===== config.mk =====
export PLATFORM = sky130hd
export DESIGN_NAME = fsp_sequencer
export DESIGN_NICKNAME = d
export VERILOG_FILES = /design/src/design/fsp_pkg.sv /design/src/design/fsp_page_buffer.sv /design/src/design/fsp_prog_timer.sv /design/src/design/fsp_sequencer.sv
export SDC_FILE = /design/constraint.sdc
export NUM_CORES = 1
export LEC_CHECK = 0
export ABC_CLOCK_PERIOD_IN_PS = 3700
export CAP_MARGIN = 10
export CELL_PAD_IN_SITES_DETAIL_PLACEMENT = 0
export CELL_PAD_IN_SITES_GLOBAL_PLACEMENT = 1
export CORE_MARGIN = 2
export CORE_UTILIZATION = 55
export DETAILED_ROUTE_END_ITERATION = 8
export DONT_BUFFER_PORTS = 1
export PLACE_DENSITY = 0.79
export SETUP_SLACK_MARGIN = 0.4
export SYNTH_ARGS = -nofsm -noshare
export SYNTH_HDL_FRONTEND = slang
export SYNTH_HIERARCHICAL = 1
export SYNTH_SLANG_ARGS = --single-unit

===== constraint.sdc =====
create_clock -name CLK_IN -period 3.7 [get_ports CLK_IN]
set_input_delay 0.555 -clock CLK_IN [delete_from_list [all_inputs] [get_ports CLK_IN]]
set_output_delay 0.555 -clock CLK_IN [all_outputs]
set_load 0.01 [all_outputs]

===== src/design/fsp_pkg.sv =====
/*
 * shared constants, state type and pointer decode for the flash self-program sequencer.
 * assumes a 25 MHz system clock and a 64-word page in a 16k-word program flash.
 */
package fsp_pkg;

  ////////////////////////////////////////////////////////////////////////////
  // register map, byte addresses on the register bus
  localparam int AXI_ADDR_W = 8;
  localparam logic [7:0] OFS_CONTROL = 8'h00; // program_memory_control_reg
  localparam logic [7:0] OFS_STATUS = 8'h04; // sequencer status
  localparam logic [7:0] OFS_POINTER = 8'h08; // flash_address_pointer, last command
  localparam logic [1:0] RESP_OKAY = 2'h0;
  localparam logic [1:0] RESP_SLVERR = 2'h2;

  ////////////////////////////////////////////////////////////////////////////
  // control byte codes and fields
  localparam logic [7:0] CMD_LOAD = 8'h01; // page-buffer word load
  localparam logic [7:0] CMD_ERASE = 8'h03; // page erase
  localparam logic [7:0] CMD_WRITE = 8'h05; // page write
  localparam int DISCARD_POS = 4; // buffer_discard_bit
  localparam logic [2:0] WINDOW_CYCLES = 3'h4; // cycles to issue the store instruction
  localparam int STAT_BUSY = 0;
  localparam int STAT_ARMED = 1;
  localparam int STAT_LOADED = 2;
  localparam int STAT_EE_BUSY = 3;

  ////////////////////////////////////////////////////////////////////////////
  // pointer layout: word_in_page_field and page_address_field
  localparam int PTR_W = 16;
  localparam int WORD_LSB = 1;
  localparam int WORD_W = 6;
  localparam int PAGE_LSB = WORD_LSB + WORD_W;
  localparam int PAGE_W = 8; // page_field_top_bit is PAGE_LSB + PAGE_W - 1
  localparam int FLASH_ADDR_W = PTR_W - 1;
  localparam logic [WORD_W-1:0] LAST_WORD = 6'h3F;
  localparam logic [15:0] ERASED_WORD = 16'hFFFF;

  ////////////////////////////////////////////////////////////////////////////
  // programming time
  localparam int CLK_PERIOD_NS = 40;
  localparam int PROG_MIN_NS = 3700000;
  localparam int PROG_MAX_NS = 4500000;
  localparam int PROG_MIN_CYCLES = (PROG_MIN_NS + CLK_PERIOD_NS - 1) / CLK_PERIOD_NS;
  localparam int PROG_MAX_CYCLES = PROG_MAX_NS / CLK_PERIOD_NS;

  ////////////////////////////////////////////////////////////////////////////
  // sequencer states, one-hot
  typedef enum logic [4:0] {
    ST_IDLE = 5'h01,
    ST_ARMED = 5'h02,
    ST_ERASE = 5'h04,
    ST_STREAM = 5'h08,
    ST_PROG = 5'h10
  } fsp_state_type;

  // word within a page
  function automatic logic [WORD_W-1:0] word_field(input logic [PTR_W-1:0] ptr);
    word_field = ptr[WORD_LSB +: WORD_W];
  endfunction : word_field

  // page within the flash
  function automatic logic [PAGE_W-1:0] page_field(input logic [PTR_W-1:0] ptr);
    page_field = ptr[PAGE_LSB +: PAGE_W];
  endfunction : page_field

endpackage : fsp_pkg


===== src/design/fsp_page_buffer.sv =====
/*
 * temporary page buffer: one word per location, per-word valid flags.
 * assumes one writer and one asynchronous reader on the system clock.
 */
`timescale 1ns/10ps
module fsp_page_buffer (
  input wire logic clk_in,
  input wire logic rst_in,
  input wire logic wr_en_in,
  input wire logic [fsp_pkg::WORD_W-1:0] wr_idx_in,
  input wire logic [15:0] wr_data_in,
  input wire logic clr_in,
  input wire logic [fsp_pkg::WORD_W-1:0] rd_idx_in,
  output logic [15:0] rd_data_out,
  output logic any_loaded_out
);

  localparam int DEPTH = 1 << fsp_pkg::WORD_W;

  logic [15:0] mem [DEPTH]; // buffer words
  logic [DEPTH-1:0] valid_reg; // word loaded since last clear

  ////////////////////////////////////////////////////////////////////////////
  // storage, any order of word addresses
  always_ff @(posedge clk_in) begin
    if (wr_en_in) begin
      mem[wr_idx_in] <= wr_data_in;
    end
  end

  // valid flags: a load in the clearing cycle survives
  always_ff @(posedge clk_in) begin
    if (rst_in) begin
      valid_reg <= '0;
    end else begin
      valid_reg <= (clr_in ? '0 : valid_reg) | (wr_en_in ? (DEPTH'(1) << wr_idx_in) : '0);
    end
  end

  // unloaded words read as erased flash
  assign rd_data_out = valid_reg[rd_idx_in] ? mem[rd_idx_in] : fsp_pkg::ERASED_WORD;
  assign any_loaded_out = |valid_reg;
endmodule : fsp_page_buffer


===== src/design/fsp_prog_timer.sv =====
/*
 * programming timer: times one erase or write from a start pulse.
 * assumes the count lies between the least and longest programming time.
 */
`timescale 1ns/10ps
module fsp_prog_timer #(
  parameter int CYCLES = fsp_pkg::PROG_MIN_CYCLES
) (
  input wire logic clk_in,
  input wire logic rst_in,
  input wire logic start_in,
  output logic done_out
);

  localparam int CNT_W = $clog2(CYCLES + 1);

  logic [CNT_W-1:0] count_reg; // cycles left
  logic done_reg; // end of operation pulse

  ////////////////////////////////////////////////////////////////////////////
  // down counter
  always_ff @(posedge clk_in) begin
    if (rst_in) begin
      count_reg <= '0;
    end else if (start_in) begin
      count_reg <= CNT_W'(CYCLES);
    end else if (count_reg != '0) begin
      count_reg <= count_reg - CNT_W'(1);
    end
  end

  // done pulse as the count runs out
  always_ff @(posedge clk_in) begin
    if (rst_in) begin
      done_reg <= 1'b0;
    end else begin
      done_reg <= !start_in && (count_reg == CNT_W'(1));
    end
  end

  assign done_out = done_reg;
endmodule : fsp_prog_timer


===== src/design/fsp_sequencer.sv =====
/*
 * flash self-program sequencer top: control register on AXI4-Lite, store
 * instruction strobe and pointer from the core, page buffer, erase/write
 * timing, core stall and byte reads of program memory.
 * assumes core strobes and eeprom status come from logic on CLK_IN, and the
 * flash returns read data one cycle after FLASH_RADDR_OUT changes.
 */
// The AXI4-Lite interface to the registers and the register offsets were decided locally.
// What this block does
// - erase code then store within four cycles
// - stall core for whole page erase
// - load code stores data pair at word
// - clear buffer after write, discard, reset
// - eeprom write discards loaded buffer words
// - write code then store programs buffer page
// - stall core for whole page write
// - buffer fill before or after erase kept
// - buffer loads accepted in any order
// - pointer splits into word and page fields
// - byte reads use pointer bit zero
// - eeprom write blocks all programming commands
// - store instruction accepted from any address
// - pointer built from two core register bytes
// - erase and write last the programming time
`timescale 1ns/10ps
module fsp_sequencer #(
  parameter int PROG_CYCLES = fsp_pkg::PROG_MIN_CYCLES
) (
  input wire logic CLK_IN,
  input wire logic RST_IN,
  input wire logic [fsp_pkg::AXI_ADDR_W-1:0] AXI_AWADDR_IN,
  input wire logic AXI_AWVALID_IN,
  output logic AXI_AWREADY_OUT,
  input wire logic [31:0] AXI_WDATA_IN,
  input wire logic [3:0] AXI_WSTRB_IN,
  input wire logic AXI_WVALID_IN,
  output logic AXI_WREADY_OUT,
  output logic [1:0] AXI_BRESP_OUT,
  output logic AXI_BVALID_OUT,
  input wire logic AXI_BREADY_IN,
  input wire logic [fsp_pkg::AXI_ADDR_W-1:0] AXI_ARADDR_IN,
  input wire logic AXI_ARVALID_IN,
  output logic AXI_ARREADY_OUT,
  output logic [31:0] AXI_RDATA_OUT,
  output logic [1:0] AXI_RRESP_OUT,
  output logic AXI_RVALID_OUT,
  input wire logic AXI_RREADY_IN,
  input wire logic SPM_STROBE_IN,
  input wire logic LPM_REQ_IN,
  input wire logic [7:0] PTR_HIGH_IN,
  input wire logic [7:0] PTR_LOW_IN,
  input wire logic [15:0] DATA_WORD_IN,
  output logic CORE_STALL_OUT,
  output logic [7:0] LPM_DATA_OUT,
  output logic LPM_VALID_OUT,
  input wire logic EEPROM_WRITE_BUSY_IN,
  input wire logic EEPROM_WRITE_START_IN,
  output logic FLASH_ERASE_OUT,
  output logic FLASH_PROG_OUT,
  output logic [fsp_pkg::PAGE_W-1:0] FLASH_PAGE_OUT,
  output logic FLASH_WSTROBE_OUT,
  output logic [fsp_pkg::WORD_W-1:0] FLASH_WORD_OUT,
  output logic [15:0] FLASH_WDATA_OUT,
  output logic [fsp_pkg::FLASH_ADDR_W-1:0] FLASH_RADDR_OUT,
  input wire logic [15:0] FLASH_RDATA_IN
);

  ////////////////////////////////////////////////////////////////////////////
  // declarations
  fsp_pkg::fsp_state_type state_reg; // sequencer state
  fsp_pkg::fsp_state_type state_next;
  logic [7:0] cmd_reg; // armed or running command byte
  logic [2:0] window_reg; // cycles left for the store instruction
  logic [fsp_pkg::PTR_W-1:0] ptr_reg; // pointer seen at last store
  logic [fsp_pkg::PTR_W-1:0] ptr_now; // pointer from core registers
  logic [fsp_pkg::PAGE_W-1:0] page_reg; // target page
  logic [fsp_pkg::WORD_W-1:0] word_idx_reg; // stream position
  logic wr_ready_reg; // write address and data taken together
  logic bvalid_reg;
  logic [1:0] bresp_reg;
  logic rd_ready_reg;
  logic rvalid_reg;
  logic [1:0] rresp_reg;
  logic [31:0] rdata_reg;
  logic [31:0] read_word; // read mux
  logic stall_reg;
  logic erase_reg;
  logic prog_reg;
  logic wstrobe_reg;
  logic [fsp_pkg::WORD_W-1:0] fword_reg;
  logic [15:0] fwdata_reg;
  logic [fsp_pkg::FLASH_ADDR_W-1:0] raddr_reg;
  logic byte_sel_reg; // high byte wanted
  logic lpm_pend_reg;
  logic [7:0] lpm_data_reg;
  logic lpm_valid_reg;
  logic wr_fire; // write handshake this edge
  logic rd_fire; // read handshake this edge
  logic ctrl_accept; // control byte taken
  logic cmd_load; // new command armed
  logic discard_wr; // buffer discard requested
  logic spm_ok; // store instruction taken
  logic buf_wr;
  logic buf_clr;
  logic [15:0] buf_rdata;
  logic buf_any;
  logic timer_start;
  logic timer_done;

  ////////////////////////////////////////////////////////////////////////////
  // helpers
  function automatic logic is_mapped(input logic [fsp_pkg::AXI_ADDR_W-1:0] addr);
    is_mapped = (addr == fsp_pkg::OFS_CONTROL) || (addr == fsp_pkg::OFS_STATUS) ||
      (addr == fsp_pkg::OFS_POINTER);
  endfunction : is_mapped

  function automatic logic is_command(input logic [7:0] code);
    is_command = (code == fsp_pkg::CMD_LOAD) || (code == fsp_pkg::CMD_ERASE) ||
      (code == fsp_pkg::CMD_WRITE);
  endfunction : is_command

  function automatic logic is_busy(input fsp_pkg::fsp_state_type st);
    is_busy = (st == fsp_pkg::ST_ERASE) || (st == fsp_pkg::ST_STREAM) || (st == fsp_pkg::ST_PROG);
  endfunction : is_busy

  ////////////////////////////////////////////////////////////////////////////
  // command decode
  assign ptr_now = {PTR_HIGH_IN, PTR_LOW_IN};
  assign wr_fire = wr_ready_reg && AXI_AWVALID_IN && AXI_WVALID_IN;
  assign rd_fire = rd_ready_reg && AXI_ARVALID_IN;
  // eeprom write and running operations lock the control byte
  assign ctrl_accept = wr_fire && (AXI_AWADDR_IN == fsp_pkg::OFS_CONTROL) && AXI_WSTRB_IN[0] &&
    !EEPROM_WRITE_BUSY_IN && !is_busy(state_reg);
  // any pc may issue the strobe, no address check
  assign spm_ok = SPM_STROBE_IN && (state_reg == fsp_pkg::ST_ARMED) &&
    !EEPROM_WRITE_BUSY_IN && !EEPROM_WRITE_START_IN;
  assign cmd_load = ctrl_accept && is_command(AXI_WDATA_IN[7:0]) && !spm_ok;
  assign discard_wr = ctrl_accept && AXI_WDATA_IN[fsp_pkg::DISCARD_POS];
  assign buf_wr = spm_ok && (cmd_reg == fsp_pkg::CMD_LOAD);
  // discard bit, finished write, eeprom write into a partly loaded buffer
  // an erase never clears the buffer, so a fill before the erase survives it
  assign buf_clr = discard_wr || ((state_reg == fsp_pkg::ST_PROG) && timer_done) ||
    (EEPROM_WRITE_START_IN && buf_any);
  assign timer_start = (spm_ok && (cmd_reg == fsp_pkg::CMD_ERASE)) ||
    ((state_reg == fsp_pkg::ST_STREAM) && (word_idx_reg == fsp_pkg::LAST_WORD));

  ////////////////////////////////////////////////////////////////////////////
  // next state
  always_comb begin
    state_next = state_reg;
    case (state_reg)
      fsp_pkg::ST_IDLE: begin
        if (cmd_load) begin
          state_next = fsp_pkg::ST_ARMED;
        end
      end
      fsp_pkg::ST_ARMED: begin
        if (spm_ok) begin
          case (cmd_reg)
            fsp_pkg::CMD_ERASE: state_next = fsp_pkg::ST_ERASE;
            fsp_pkg::CMD_WRITE: state_next = fsp_pkg::ST_STREAM;
            default: state_next = fsp_pkg::ST_IDLE; // load done in one cycle
          endcase
        end else if (cmd_load) begin
          state_next = fsp_pkg::ST_ARMED; // rearm
        end else if (ctrl_accept || (window_reg == 3'h1)) begin
          state_next = fsp_pkg::ST_IDLE;
        end
      end
      fsp_pkg::ST_ERASE: begin
        if (timer_done) begin
          state_next = fsp_pkg::ST_IDLE;
        end
      end
      fsp_pkg::ST_STREAM: begin
        if (word_idx_reg == fsp_pkg::LAST_WORD) begin
          state_next = fsp_pkg::ST_PROG;
        end
      end
      fsp_pkg::ST_PROG: begin
        if (timer_done) begin
          state_next = fsp_pkg::ST_IDLE;
        end
      end
      default: state_next = fsp_pkg::ST_IDLE;
    endcase
  end

  // state register
  always_ff @(posedge CLK_IN) begin
    if (RST_IN) begin
      state_reg <= fsp_pkg::ST_IDLE;
    end else begin
      state_reg <= state_next;
    end
  end

  // command byte, cleared when the sequence ends or lapses
  always_ff @(posedge CLK_IN) begin
    if (RST_IN) begin
      cmd_reg <= 8'h00;
    end else if (cmd_load) begin
      cmd_reg <= AXI_WDATA_IN[7:0];
    end else if (state_next == fsp_pkg::ST_IDLE) begin
      cmd_reg <= 8'h00;
    end
  end

  // store-instruction window
  always_ff @(posedge CLK_IN) begin
    if (RST_IN) begin
      window_reg <= 3'h0;
    end else if (cmd_load) begin
      window_reg <= fsp_pkg::WINDOW_CYCLES;
    end else if (state_reg == fsp_pkg::ST_ARMED && window_reg != 3'h0) begin
      window_reg <= window_reg - 3'h1;
    end
  end

  // pointer and page capture at each command, erase and write independent
  always_ff @(posedge CLK_IN) begin
    if (RST_IN) begin
      ptr_reg <= '0;
      page_reg <= '0;
    end else if (spm_ok) begin
      ptr_reg <= ptr_now;
      page_reg <= fsp_pkg::page_field(ptr_now);
    end
  end

  // stream position through the buffer
  always_ff @(posedge CLK_IN) begin
    if (RST_IN) begin
      word_idx_reg <= '0;
    end else if (state_reg == fsp_pkg::ST_STREAM) begin
      word_idx_reg <= word_idx_reg + fsp_pkg::WORD_W'(1);
    end else begin
      word_idx_reg <= '0;
    end
  end

  ////////////////////////////////////////////////////////////////////////////
  // core stall and flash strobes
  always_ff @(posedge CLK_IN) begin
    if (RST_IN) begin
      stall_reg <= 1'b0;
      erase_reg <= 1'b0;
      prog_reg <= 1'b0;
    end else begin
      stall_reg <= is_busy(state_next);
      erase_reg <= (state_next == fsp_pkg::ST_ERASE);
      prog_reg <= (state_next == fsp_pkg::ST_PROG);
    end
  end

  // buffer words handed to the flash, the last one in the first cycle of FLASH_PROG_OUT
  always_ff @(posedge CLK_IN) begin
    if (RST_IN) begin
      wstrobe_reg <= 1'b0;
      fword_reg <= '0;
      fwdata_reg <= '0;
    end else begin
      wstrobe_reg <= (state_reg == fsp_pkg::ST_STREAM);
      fword_reg <= word_idx_reg;
      fwdata_reg <= buf_rdata;
    end
  end

  ////////////////////////////////////////////////////////////////////////////
  // byte read of program memory
  always_ff @(posedge CLK_IN) begin
    if (RST_IN) begin
      raddr_reg <= '0;
      byte_sel_reg <= 1'b0;
      lpm_pend_reg <= 1'b0;
      lpm_data_reg <= 8'h00;
      lpm_valid_reg <= 1'b0;
    end else begin
      lpm_pend_reg <= LPM_REQ_IN;
      lpm_valid_reg <= lpm_pend_reg;
      if (LPM_REQ_IN) begin
        raddr_reg <= ptr_now[fsp_pkg::PTR_W-1:1];
        byte_sel_reg <= ptr_now[0];
      end
      if (lpm_pend_reg) begin
        lpm_data_reg <= byte_sel_reg ? FLASH_RDATA_IN[15:8] : FLASH_RDATA_IN[7:0];
      end
    end
  end

  ////////////////////////////////////////////////////////////////////////////
  // register bus: write channel, address and data taken together
  always_ff @(posedge CLK_IN) begin
    if (RST_IN) begin
      wr_ready_reg <= 1'b0;
      bvalid_reg <= 1'b0;
      bresp_reg <= fsp_pkg::RESP_OKAY;
    end else begin
      wr_ready_reg <= !wr_ready_reg && AXI_AWVALID_IN && AXI_WVALID_IN && !bvalid_reg;
      if (wr_fire) begin
        bvalid_reg <= 1'b1;
        bresp_reg <= is_mapped(AXI_AWADDR_IN) ? fsp_pkg::RESP_OKAY : fsp_pkg::RESP_SLVERR;
      end else if (AXI_BREADY_IN) begin
        bvalid_reg <= 1'b0;
      end
    end
  end

  // read mux, unmapped reads zero
  always_comb begin
    read_word = 32'h0000_0000;
    case (AXI_ARADDR_IN)
      fsp_pkg::OFS_CONTROL: read_word[7:0] = cmd_reg;
      fsp_pkg::OFS_STATUS: begin
        read_word[fsp_pkg::STAT_BUSY] = is_busy(state_reg);
        read_word[fsp_pkg::STAT_ARMED] = (state_reg == fsp_pkg::ST_ARMED);
        read_word[fsp_pkg::STAT_LOADED] = buf_any;
        read_word[fsp_pkg::STAT_EE_BUSY] = EEPROM_WRITE_BUSY_IN;
      end
      fsp_pkg::OFS_POINTER: read_word[fsp_pkg::PTR_W-1:0] = ptr_reg;
      default: read_word = 32'h0000_0000;
    endcase
  end

  // read channel
  always_ff @(posedge CLK_IN) begin
    if (RST_IN) begin
      rd_ready_reg <= 1'b0;
      rvalid_reg <= 1'b0;
      rresp_reg <= fsp_pkg::RESP_OKAY;
      rdata_reg <= 32'h0000_0000;
    end else begin
      rd_ready_reg <= !rd_ready_reg && AXI_ARVALID_IN && !rvalid_reg;
      if (rd_fire) begin
        rvalid_reg <= 1'b1;
        rdata_reg <= read_word;
        rresp_reg <= is_mapped(AXI_ARADDR_IN) ? fsp_pkg::RESP_OKAY : fsp_pkg::RESP_SLVERR;
      end else if (AXI_RREADY_IN) begin
        rvalid_reg <= 1'b0;
      end
    end
  end

  ////////////////////////////////////////////////////////////////////////////
  // submodules
  fsp_page_buffer u_buffer (
    .clk_in(CLK_IN),
    .rst_in(RST_IN),
    .wr_en_in(buf_wr),
    .wr_idx_in(fsp_pkg::word_field(ptr_now)),
    .wr_data_in(DATA_WORD_IN),
    .clr_in(buf_clr),
    .rd_idx_in(word_idx_reg),
    .rd_data_out(buf_rdata),
    .any_loaded_out(buf_any)
  );

  fsp_prog_timer #(
    .CYCLES(PROG_CYCLES)
  ) u_timer (
    .clk_in(CLK_IN),
    .rst_in(RST_IN),
    .start_in(timer_start),
    .done_out(timer_done)
  );

  ////////////////////////////////////////////////////////////////////////////
  // outputs
  assign AXI_AWREADY_OUT = wr_ready_reg;
  assign AXI_WREADY_OUT = wr_ready_reg;
  assign AXI_BVALID_OUT = bvalid_reg;
  assign AXI_BRESP_OUT = bresp_reg;
  assign AXI_ARREADY_OUT = rd_ready_reg;
  assign AXI_RVALID_OUT = rvalid_reg;
  assign AXI_RRESP_OUT = rresp_reg;
  assign AXI_RDATA_OUT = rdata_reg;
  assign CORE_STALL_OUT = stall_reg;
  assign LPM_DATA_OUT = lpm_data_reg;
  assign LPM_VALID_OUT = lpm_valid_reg;
  assign FLASH_ERASE_OUT = erase_reg;
  assign FLASH_PROG_OUT = prog_reg;
  assign FLASH_PAGE_OUT = page_reg;
  assign FLASH_WSTROBE_OUT = wstrobe_reg;
  assign FLASH_WORD_OUT = fword_reg;
  assign FLASH_WDATA_OUT = fwdata_reg;
  assign FLASH_RADDR_OUT = raddr_reg;

  // helper: consecutive streaming cycles, counted apart from the stream index
  localparam int LEN_W = fsp_pkg::WORD_W + 1;
  localparam logic [LEN_W-1:0] PAGE_WORDS = LEN_W'(1 << fsp_pkg::WORD_W); // words in one page
  logic [LEN_W-1:0] stream_len_reg; // cycles spent in the stream state

  // counts up while streaming, cleared one cycle after the stream state is left
  always_ff @(posedge CLK_IN) begin
    if (RST_IN) begin
      stream_len_reg <= '0;
    end else if (state_reg == fsp_pkg::ST_STREAM) begin
      stream_len_reg <= stream_len_reg + LEN_W'(1);
    end else begin
      stream_len_reg <= '0;
    end
  end
endmodule : fsp_sequencer


# --- Yosys cells after proc, flatten, opt, wreduce, memory -nomap -nowiden ---
# Memories as Yosys holds them, arrays and structs flattened. A register that Yosys moved wholly into a read port is not among the register bits.
# Cells that the tools add are included.
totals:
  mem_count: 1
  mem_bits_rw: 1024
  regBits: 204
mem_list:
  columns: ["memory", "depth", "word_bits", "read_ports", "rd_ports_with_merged_regs", "write_ports", "line", "rtl"]
  rows:
  - ["u_buffer.mem", 64, 16, 1, 1, 1, "fsp_page_buffer.sv:20", "logic [15:0] mem [DEPTH];"]
op_classes:
  eq_ne: 22
  n_mux: 32
  bitwise: 2
  reduce_logical: 62
  order_cmp: 1
  addsub: 3
  n_shift: 1
ops:
  columns: ["operator", "n"]
  rows:
  - ["64-bit 2-to-1 mux", 2]
  - ["64-bit OR", 1]
  - ["64-bit OR reduction", 1]
  - ["1-bit by 6-bit left shift with 64-bit output (first input constant)", 1]
  - ["17-bit 2-to-1 mux", 2]
  - ["8-bit by 3-bit == test with 1-bit output (second input constant)", 4]
  - ["8-bit 2-to-1 mux", 4]
  - ["5-bit 2-to-1 mux", 6]
  - ["1-bit logical AND", 25]
  - ["5-bit one-hot mux with 4 select lines", 1]
  - ["17-bit by 1-bit == test with 1-bit output (second input constant)", 1]
  - ["17-bit nonzero test", 1]
  - ["17-bit by 1-bit subtractor with 17-bit output (second input constant)", 1]
  - ["8-bit by 1-bit == test with 1-bit output (second input constant)", 2]
  - ["8-bit by 2-bit == test with 1-bit output (second input constant)", 2]
  - ["8-bit by 4-bit == test with 1-bit output (second input constant)", 2]
  - ["8-bit zero test", 2]
  - ["16-bit 2-to-1 mux", 1]
  - ["4-bit one-hot mux with 2 select lines", 2]
  - ["1-bit logical OR", 14]
  - ["4-bit one-hot mux with 3 select lines", 1]
  - ["5-bit by 1-bit == test with 1-bit output (second input constant)", 2]
  - ["5-bit by 3-bit == test with 1-bit output (second input constant)", 2]
  - ["5-bit by 4-bit == test with 1-bit output (second input constant)", 2]
  - ["other kinds (17)", 41]

# --- Depth between registers and ports, before layout ---
# Gate-level depths: netlist (run 1).
logic_depth:
  word_depth: 14
  ltp_mapped: 11

# --- Cells and area by module ---
# Netlist (run 1), hierarchy kept.
modules_own_cells:
  columns: ["mod", "seq_area_each_um2", "n_inst", "area_each_um2", "cells_per_inst"]
  rows:
  - ["fsp_page_buffer", 32030.7, 1, 41821.4, 2048]
  - ["fsp_sequencer", 2242.2, 1, 4534.3, 472]
  - ["fsp_prog_timer", 360.3, 1, 915.9, 110]

# --- Worst setup path before layout (run 1) ---
# OpenSTA, ideal clock, no wires.
synth_path:
  kind: "input -> register"
  from: "input port EEPROM_WRITE_BUSY_IN"
  to: "memory u_buffer.mem[33][0], enable pin"
  setup_slack_ps: 308
  setup_ps: 390
  required_time_ps: 3310
  t_arrival_ps: 3002
  path_stages: 8
  path_cell_list: "nor3b_1 -> and4_1 -> clkbuf_1 -> nand2_1 -> nor3_1 -> nand2_1 -> or2_2 -> nor2_1"
synth_via:
  elab_chain_len: 6
synth_lines:
  columns: ["item", "line", "rtl"]
  rows:
  - ["from (decl)", "fsp_sequencer.sv:56", "input wire logic EEPROM_WRITE_BUSY_IN,"]
  - ["1-bit zero test", "fsp_sequencer.sv:136", "!EEPROM_WRITE_BUSY_IN && !EEPROM_WRITE_START_IN;"]
  - ["1-bit logical AND", "fsp_sequencer.sv:135", "assign spm_ok = SPM_STROBE_IN && (state_reg == fsp_pkg::ST_ARMED) &&"]
  - ["1-bit logical AND", "fsp_sequencer.sv:136", null]
  - ["1-bit logical AND", "fsp_sequencer.sv:139", "assign buf_wr = spm_ok && (cmd_reg == fsp_pkg::CMD_LOAD);"]
  - ["via buf_wr", "fsp_sequencer.sv:103", "logic buf_wr;"]
  - ["1-bit 2-to-1 mux", "fsp_page_buffer.sv:26", "if (wr_en_in) begin"]
  - ["1-bit 2-to-1 mux (not written as such)", "fsp_page_buffer.sv:27", "mem[wr_idx_in] <= wr_data_in;"]
  - ["to (decl)", "fsp_page_buffer.sv:20", null]
# The timed path passes the listed nets, and every way through them passes these cells.

# --- Worst setup path after layout (run 1) ---
layout_path:
  from: "register word_idx_reg[2] (netlist name)"
  to: "register fwdata_reg[10], in the netlist FLASH_WDATA_OUT[10]"
layout_via:
  elab_chain_len: 3
layout_lines:
  columns: ["item", "line", "rtl"]
  rows:
  - ["from (decl)", "fsp_sequencer.sv:77", "logic [fsp_pkg::WORD_W-1:0] word_idx_reg;"]
  - ["from (signal assigned)", "fsp_sequencer.sv:236", "word_idx_reg <= word_idx_reg + fsp_pkg::WORD_W'(1);"]
  - ["1-bit binary-select mux with 6-bit select", "fsp_page_buffer.sv:41", "assign rd_data_out = valid_reg[rd_idx_in] ? mem[rd_idx_in] : fsp_pkg::ERASED_WORD;"]
  - ["1-bit 2-to-1 mux (not written as such)", "fsp_page_buffer.sv:41", null]
  - ["16-bit 2-to-1 mux", "fsp_page_buffer.sv:41", null]
  - ["via buf_rdata[10]", "fsp_sequencer.sv:105", "logic [15:0] buf_rdata;"]
  - ["to (signal assigned)", "fsp_sequencer.sv:265", "fwdata_reg <= buf_rdata;"]
  - ["to (decl)", "fsp_sequencer.sv:91", "logic [15:0] fwdata_reg;"]
# The timed path passes the listed nets, and every way through them passes these cells. The select of a mux whose other input is x is not followed.
# A chain may end at the register's enable or synchronous reset.

==> out/qor.yml, run 1 <==
status: "finished clean"
hp-class: "input pin to register"
initial_core_util: 0.555
final_cell_mix: "1024 x edfxtp_1, 266 x mux4_2, 192 x dfxtp_1"
root_buffer: "clkbuf_16"
finalCritPeriodShare: 0.848
power_mw: 28.2
wl_um: 113000
viasPerCell: 6.32
dieArea_um2: 88300
grt_max_degree: 164
setup_viol_count_final: 0
synth_xor_area_frac: 0.00148
grtUsageTotal: 0.256
grt_pass1_wl_um: 167000
antenna_found_initial: 2
wire_per_inst_um: 28.1
ys_seq_area_frac: 0.733
drc: 0
path_class: "register to register"
whs_ns: 0.0159
fmax_mhz: 319
synthMuxAreaShare: 0.137
io_pins: 210
ys.flop_type: "edfxtp_1"
dp.cells: 3748
coreArea_um2: 85100
synth_top_family_by_area: "multiplexers"
cp-startpoint: "word_idx_reg[2]"
worst_pin_slew_ns: 1.12
required_ns: 4.25
ff2ff_setup_slack_ns: 0.56
design_area_um2: 53900
drtIter0Drc: 2887
synth-simple-area-share: 0.0500
place.gp.congestion: 0.926
cp_max_fo: 31
synthDistinctLibCells: 70
synthToLayoutAreaGrowth_pct: 14.0
placed_area_um2: 49100
finalHoldViolCount: 0
cts.htree.levels: 3
setup-tns-final_ns: 0
grt.overflow.total: 0
netlist_instances: 2630
largest_register_ff_count: 1024
numCtsBuffers: 117
drtPass1Iterations: 6
cts_tree: "done"
grt_pass1_vias: 25700
worstPathArrival_ns: 3.68
die_h_um: 297
ys_warn_count: 6
clock_latency_ns: 0.72
critical_path.endpoint: "FLASH_WDATA_OUT[10]"
synth_seq_cells: 1218
finClkSkew_ns: 0.0425
grt_setup_unrepaired: "no"
cts.clk_slew.worst_paths_ns: 0.06
reg2regPathDepth: 8
synth_compound_gate_area_share: 0.0520
r2r-end: "FLASH_WDATA_OUT[10]"
vdd_drop_max_uv: 429
timing.rr.start: "word_idx_reg[2]"
drive_gt1_frac: 0.236
p_per_area_nw_per_um2: 523
fin_crit_ns: 3.14
clk_path_buf_depth: 3
drv_cap: 0
cp-start-kind: "register"
min_from: "LPM_REQ_IN"
maxSlewHeadroom: 0.253
final_cells: 4022
dp_hpwl_um: 66700
final_nets: 2890
cts_sinks: 1218
rows: 107
syn-cell-area_um2: 47300
numPortBuffers: 0
die_w_um: 297
vias: 25400
async_flop_share: 0
slew_violations: 0
nFillCells: 5909
crit_path_end_kind: "register"
final_common_cell: "edfxtp_1"
synth_fa_ha_area_frac: 0.00159
synth-edff-count: 1024
p_leak_nw: 17.4
ant_nets: 0
synth.avg_cell_area_um2: 18.0
[logic make-up after synthesis]
kind of cell	count (synthesis)
other cells	1
compound gates	384
xor+xnor	8
mux	309
simple gates	468
buf+inv	236
fa+ha+maj	6
flops	1218
[worst min-delay path by stage]
stage | to | slack (ns) | depth (start not counted)
after floorplan | ptr_reg[4] | 0.43 | 2
final | FLASH_RADDR_OUT[11] | 0.02 | 2
after detailed placement | ptr_reg[0] | 0.44 | 2
after global routing | FLASH_RADDR_OUT[11] | 0.03 | 2
after CTS | FLASH_RADDR_OUT[11] | 0.001 | 2
after global placement | ptr_reg[4] | 0.43 | 2
[cell type report]
class	instances	area, um^2	area share
well taps	1144	1430	0.0266
inverters	57	214	0.00397
diodes	1	2.50	0.0000464
repair buffers	186	2020	0.0375
flip-flops and latches	1218	34600	0.643
clock buffers	161	3290	0.0610
clock inverters	62	719	0.0133
multi-input cells	1193	11600	0.215
[synthesized netlist by cell type (all sizes together), types with 2 or more instances]
| cell | n | area, um^2 |
|---|---|---|
| edfxtp | 1024 | 30700 |
| mux4 | 269 | 6070 |
| dfxtp | 194 | 3880 |
| a21oi | 162 | 811 |
| nand2 | 149 | 559 |
| a22oi | 147 | 1140 |
| nor2 | 124 | 493 |
| buf | 102 | 684 |
| clkbuf | 77 | 289 |
| inv | 57 | 214 |
| nor4 | 41 | 272 |
| nor2b | 40 | 250 |
| mux2i | 33 | 330 |
| o21ai | 30 | 150 |
| nand2b | 16 | 103 |
| or4 | 15 | 124 |
| a211oi | 13 | 97.6 |
| and2 | 12 | 77.6 |
| nor3 | 11 | 55.1 |
| or3 | 11 | 68.8 |
| nand3 | 9 | 45.0 |
| or2 | 9 | 56.3 |
| a21o | 7 | 52.6 |
| a31oi | 7 | 58.8 |
| mux2 | 7 | 78.8 |
| nand4 | 7 | 56.3 |
| ha | 6 | 75.1 |
| nor4b | 6 | 58.8 |
| and3 | 5 | 31.3 |
| xnor2 | 5 | 43.8 |
| o22ai | 4 | 25.0 |
| o31ai | 4 | 30.0 |
| and4 | 3 | 26.3 |
| nor3b | 3 | 22.5 |
| xor2 | 3 | 26.3 |
| a22o | 2 | 17.5 |
| nand3b | 2 | 15.0 |
| or4b | 2 | 20.0 |
[metal layers]
metal | share of wire | routed length (um) | vias up | track usage
met4 | 0.026 | 2930 | 0 | 0.0797
met1 | 0.39 | 44100 | 13200 | 0.352
met2 | 0.49 | 55500 | 1284 | 0.416
li1 | - | - | 10800 | -
met3 | 0.091 | 10300 | 193 | 0.0509
met5 | 0 | 0 | - | 0
[where the power goes]
| part | internal (mW) | switching [mW] | total [mW] |
|---|---|---|---|
| clock network | 7.14 | 5.11 | 12.3 |
| logic | 0.325 | 0.560 | 0.886 |
| registers | 14.9 | 0.103 | 15.0 |
| total | 22.4 | 5.77 | 28.2 |
[worst max-delay path, stage by stage, from the launching register on]
cell     delay [ns]
dfxtp_4        0.75
buf_12         0.30
mux4_2         0.32
a22oi_1        0.34
a21oi_1        0.12
buf_4          0.18
nor4_1         0.60
o21ai_1        0.15
nor2b_1        0.17
[through the flow]
stage	worst slack, ns	util
2_1_floorplan	0.319	-
3_3_place_gp	0.323	0.576
3_5_place_dp	0.308	0.576
4_1_cts	0.449	0.632
5_1_grt	0.404	0.633
6_report	0.564	0.633
[repair_timing]
item	in CTS	in global routing
hold buffers	43	0
endpoints found under the hold margin	1189	0
buffers inserted	0	7
resized for setup	1	6
setup endpoints to repair	1	238
Power figures use the tool's default switching activity.
==> inputs of run 2 (changes only) <==
Settings changed: ABC_AREA set to 1, ABC_CLOCK_PERIOD_IN_PS 3700 to 3100, CORE_UTILIZATION 55 to 51, PLACE_DENSITY 0.79 to 0.8.
Clock period 3.7 ns to 3.1 ns, I/O delays scaled along.
==> run 2 against run 1 <==
  * Combinational power up 41%
  * Via count up 36%
  * Worst hold slack better by 0.026 ns
  * Critical path depth rose by 6
  * Clock skew is 0.0055 ns lower
  * Non-clock buffer count up 7
  * Area after synthesis grew 7.1%
  * Critical endpoint is now FLASH_WDATA_OUT[7]
==> out/qor.yml, run 2 <==
grt_pass1_wl_um: 198000  # +19%
coreArea_um2: 98400  # +16%
setup_viol_count_final: 0  # unchanged
clock_latency_ns: 0.73  # about the same
synth_top_cells_by_area: "edfxtp_1 61%, nand2_1 12%, nand3_1 9.0%"
drc: 0  # unchanged
setup-tns-final_ns: 0  # unchanged
vdd_drop_max_uv: 475  # +11%
ys.flop_type: "edfxtp_1"
worst_pin_slew_ns: 0.888  # -0.232 ns
clk_path_buf_depth: 3  # unchanged
crit_path_end_kind: "register"
io_pins: 210  # unchanged
final_nets: 4928  # +71%
grt_setup_unrepaired: "yes"
vias: 34500  # +36%
netlist_instances: 4786  # +82%
drtIter0Drc: 3502  # +21%
slew_violations: 0  # unchanged
multiInputGateArea_um2: 13600  # +17%
rows: 115  # +7.5%
drv_cap: 0  # unchanged
finalHoldViolCount: 0  # unchanged
cpMostUsedCell: "nand2_1"
ant_nets: 0  # unchanged
yosysTopAreaCell: "edfxtp_1"
cts_sinks: 1218  # unchanged
p_per_area_nw_per_um2: 592  # +13%
finClkSkew_ns: 0.0370  # -0.00554 ns
initial_core_util: 0.514  # -0.0407
final_cell_mix: "1644 x nand2_1, 1024 x edfxtp_1, 912 x nand3_1"
largest_register_ff_count: 1024  # unchanged
place.gp.congestion: 0.853  # -7.9%
cts_tree: "done"
die_w_um: 319  # +7.4%
dp_hpwl_um: 71200  # +6.8%
worstPathArrival_ns: 3.11  # -0.57 ns
syn-cell-area_um2: 50600  # +7.1%
path_cells: "clkinv_16, buf_12, nand2_1, nand3_1, nand3_1, nand2_1, nand2_1, nand3_1, nand2_1, nand2_1, nand2_1, nand2_1, inv_1, nor2_1"
wire_per_inst_um: 21.3  # -24%
synthDistinctLibCells: 42  # -40%
synthToLayoutAreaGrowth_pct: 12.1
die_h_um: 319  # +7.4%
fin_crit_ns: 2.56  # -0.574 ns
cp_max_fo: 56  # +81%
dp_slack_ns: 0.427  # +0.119 ns
dieArea_um2: 102000  # +15%
grt_pass1_vias: 32900  # +28%
root_buffer: "clkbuf_16"
ys_seq_area_frac: 0.684  # -0.0486
max_stage_delay_ns: 0.52  # -0.23 ns
synth_top_cell_area_share: 0.607  # -0.0431
required_ns: 3.65  # -0.60 ns
route.top_layer_used: "met4"
numPortBuffers: 0  # unchanged
antenna_found_initial: 5  # +3
finalCritPeriodShare: 0.826  # -0.0212
cts.htree.levels: 3  # unchanged
final_common_cell: "nand2_1"
async_flop_share: 0  # unchanged
route.met3.wl_um: 8920  # -13%
numCtsBuffers: 121  # +3.4%
fmax_mhz: 390  # +22%
drive_gt1_frac: 0.0801  # -0.156
synth.avg_cell_area_um2: 10.6  # -41%
drt-met1-wl_um: 55700  # +26%
hp-class: "input pin to register"
crit_slowest_cell: "dfxtp_4"
nFillCells: 8183  # +38%
viasPerCell: 5.56  # -12%
drtPass1Iterations: 6  # unchanged
fin_util: 0.577  # -0.0562
grt_max_degree: 136  # -17%
worst_slack_ns: 0.538  # -0.0257 ns
synthTopCellsByCount: "1644 x nand2_1, 1024 x edfxtp_1, 912 x nand3_1"
status: "finished clean"
grtUsageTotal: 0.255  # -0.000765
maxSlewHeadroom: 0.408  # +0.155
grt.overflow.total: 0  # unchanged
ys_warn_count: 6  # unchanged
wl_met2_um: 63700  # +15%
wl_um: 132000  # +17%
cts.clk_slew.worst_paths_ns: 0.06  # about the same
yosysMostFrequentCell: "nand2_1"
power_mw: 33.6  # +19%
synth_seq_cells: 1218  # unchanged
path_class: "register to register"
synth-edff-count: 1024  # unchanged
layout.area.seq_um2: 34600  # about the same
cp-start-kind: "register"
p_leak_nw: 21.0  # +21%
## run 2: cell count changes after synthesis, moves of 31 or more
cell     change
o21ai_0     +47
nor2b_1     -40
mux4_2     -266
buf_2       +72
nor3_1      +32
mux2i_1     -33
a21oi_1     -45
buf_6       +36
inv_1       +86
buf_4       +31
nand2_1   +1495
nor2_1     +117
nand3_1    +903
a22oi_1    -138
## run 2: area by class of cell
class                      count  area share
antenna                        2   0.0000882
clock buffer                 171      0.0605
clock inverter                58     0.00868
inverter                     155      0.0110
multi-input combinational   3121       0.240
sequential                  1218       0.610
tap                         1287      0.0284
timing repair buffer         193      0.0412
timing repair inverter         1    0.000198
## run 2: stage by stage
stage | cells | instance area [um^2] | hold slack (ns)
3_3_place_gp | 5909 | 51800 | 0.428
4_1_cts | 6198 | 56600 | 0.000391
5_1_grt | 6205 | 56800 | 0.0114
2_1_floorplan | 4803 | 50700 | 0.417
6_report | 6206 | 56800 | 0.0422
3_5_place_dp | 5909 | 51800 | 0.429
## run 2: logic make-up (layout without fill, tap and decap cells)
| logic type | after synthesis | in the layout | synth area share |
|---|---|---|---|
| adders and majority gates | 6 | 6 | 0.00148 |
| other | 1 | 20 | 0.0000741 |
| xor gates and xnor gates | 8 | 8 | 0.00138 |
| buffers and inverters | 464 | 578 | 0.0499 |
| DFF | 1218 | 1218 | 0.684 |
| AOI/OAI and AO/OA | 191 | 191 | 0.0196 |
| and+or+nand+nor | 2898 | 2898 | 0.244 |
## run 2: path summary, 6_finish.rpt
kind                        start            endpoint  slack, ns  cells after the start
setup / recovery  word_idx_reg[0]  FLASH_WDATA_OUT[7]       0.54                     14
setup reg to reg  word_idx_reg[0]  FLASH_WDATA_OUT[7]       0.54                     14
hold reg to reg        cmd_reg[6]          cmd_reg[6]       0.44                      2
hold / removal      PTR_LOW_IN[0]        byte_sel_reg       0.04                      2
## run 2: power breakdown
part           leakage [nW]  total, mW  switching [mW]  internal (mW)
clock network          1.93       14.4            6.10           8.28
registers              10.8       18.0           0.129           17.8
logic                  8.33       1.25           0.826          0.422
## run 2: layer usage
metal / global-route usage / vias up
met3: 0.0391 / 222
li1: - / 16400
met5: 0 / -
met1: 0.347 / 16700
met2: 0.424 / 1211
met4: 0.0773 / 0
## run 2: critical path: cells and delay by family (launching register included)
kind	cells	cell delay, ns
buffers and inverters	3	0.53
flip-flops	1	0.52
AND/OR/NAND/NOR	11	1.30
## run 2: what timing repair did
item / 4_1_cts / 5_1_grt
endpoints found under the setup margin: 0 / 410
buffers inserted: 0 / 3
endpoints found under the hold margin: 1188 / 0
gates resized for setup: 0 / 8
hold buffers: 60 / 0
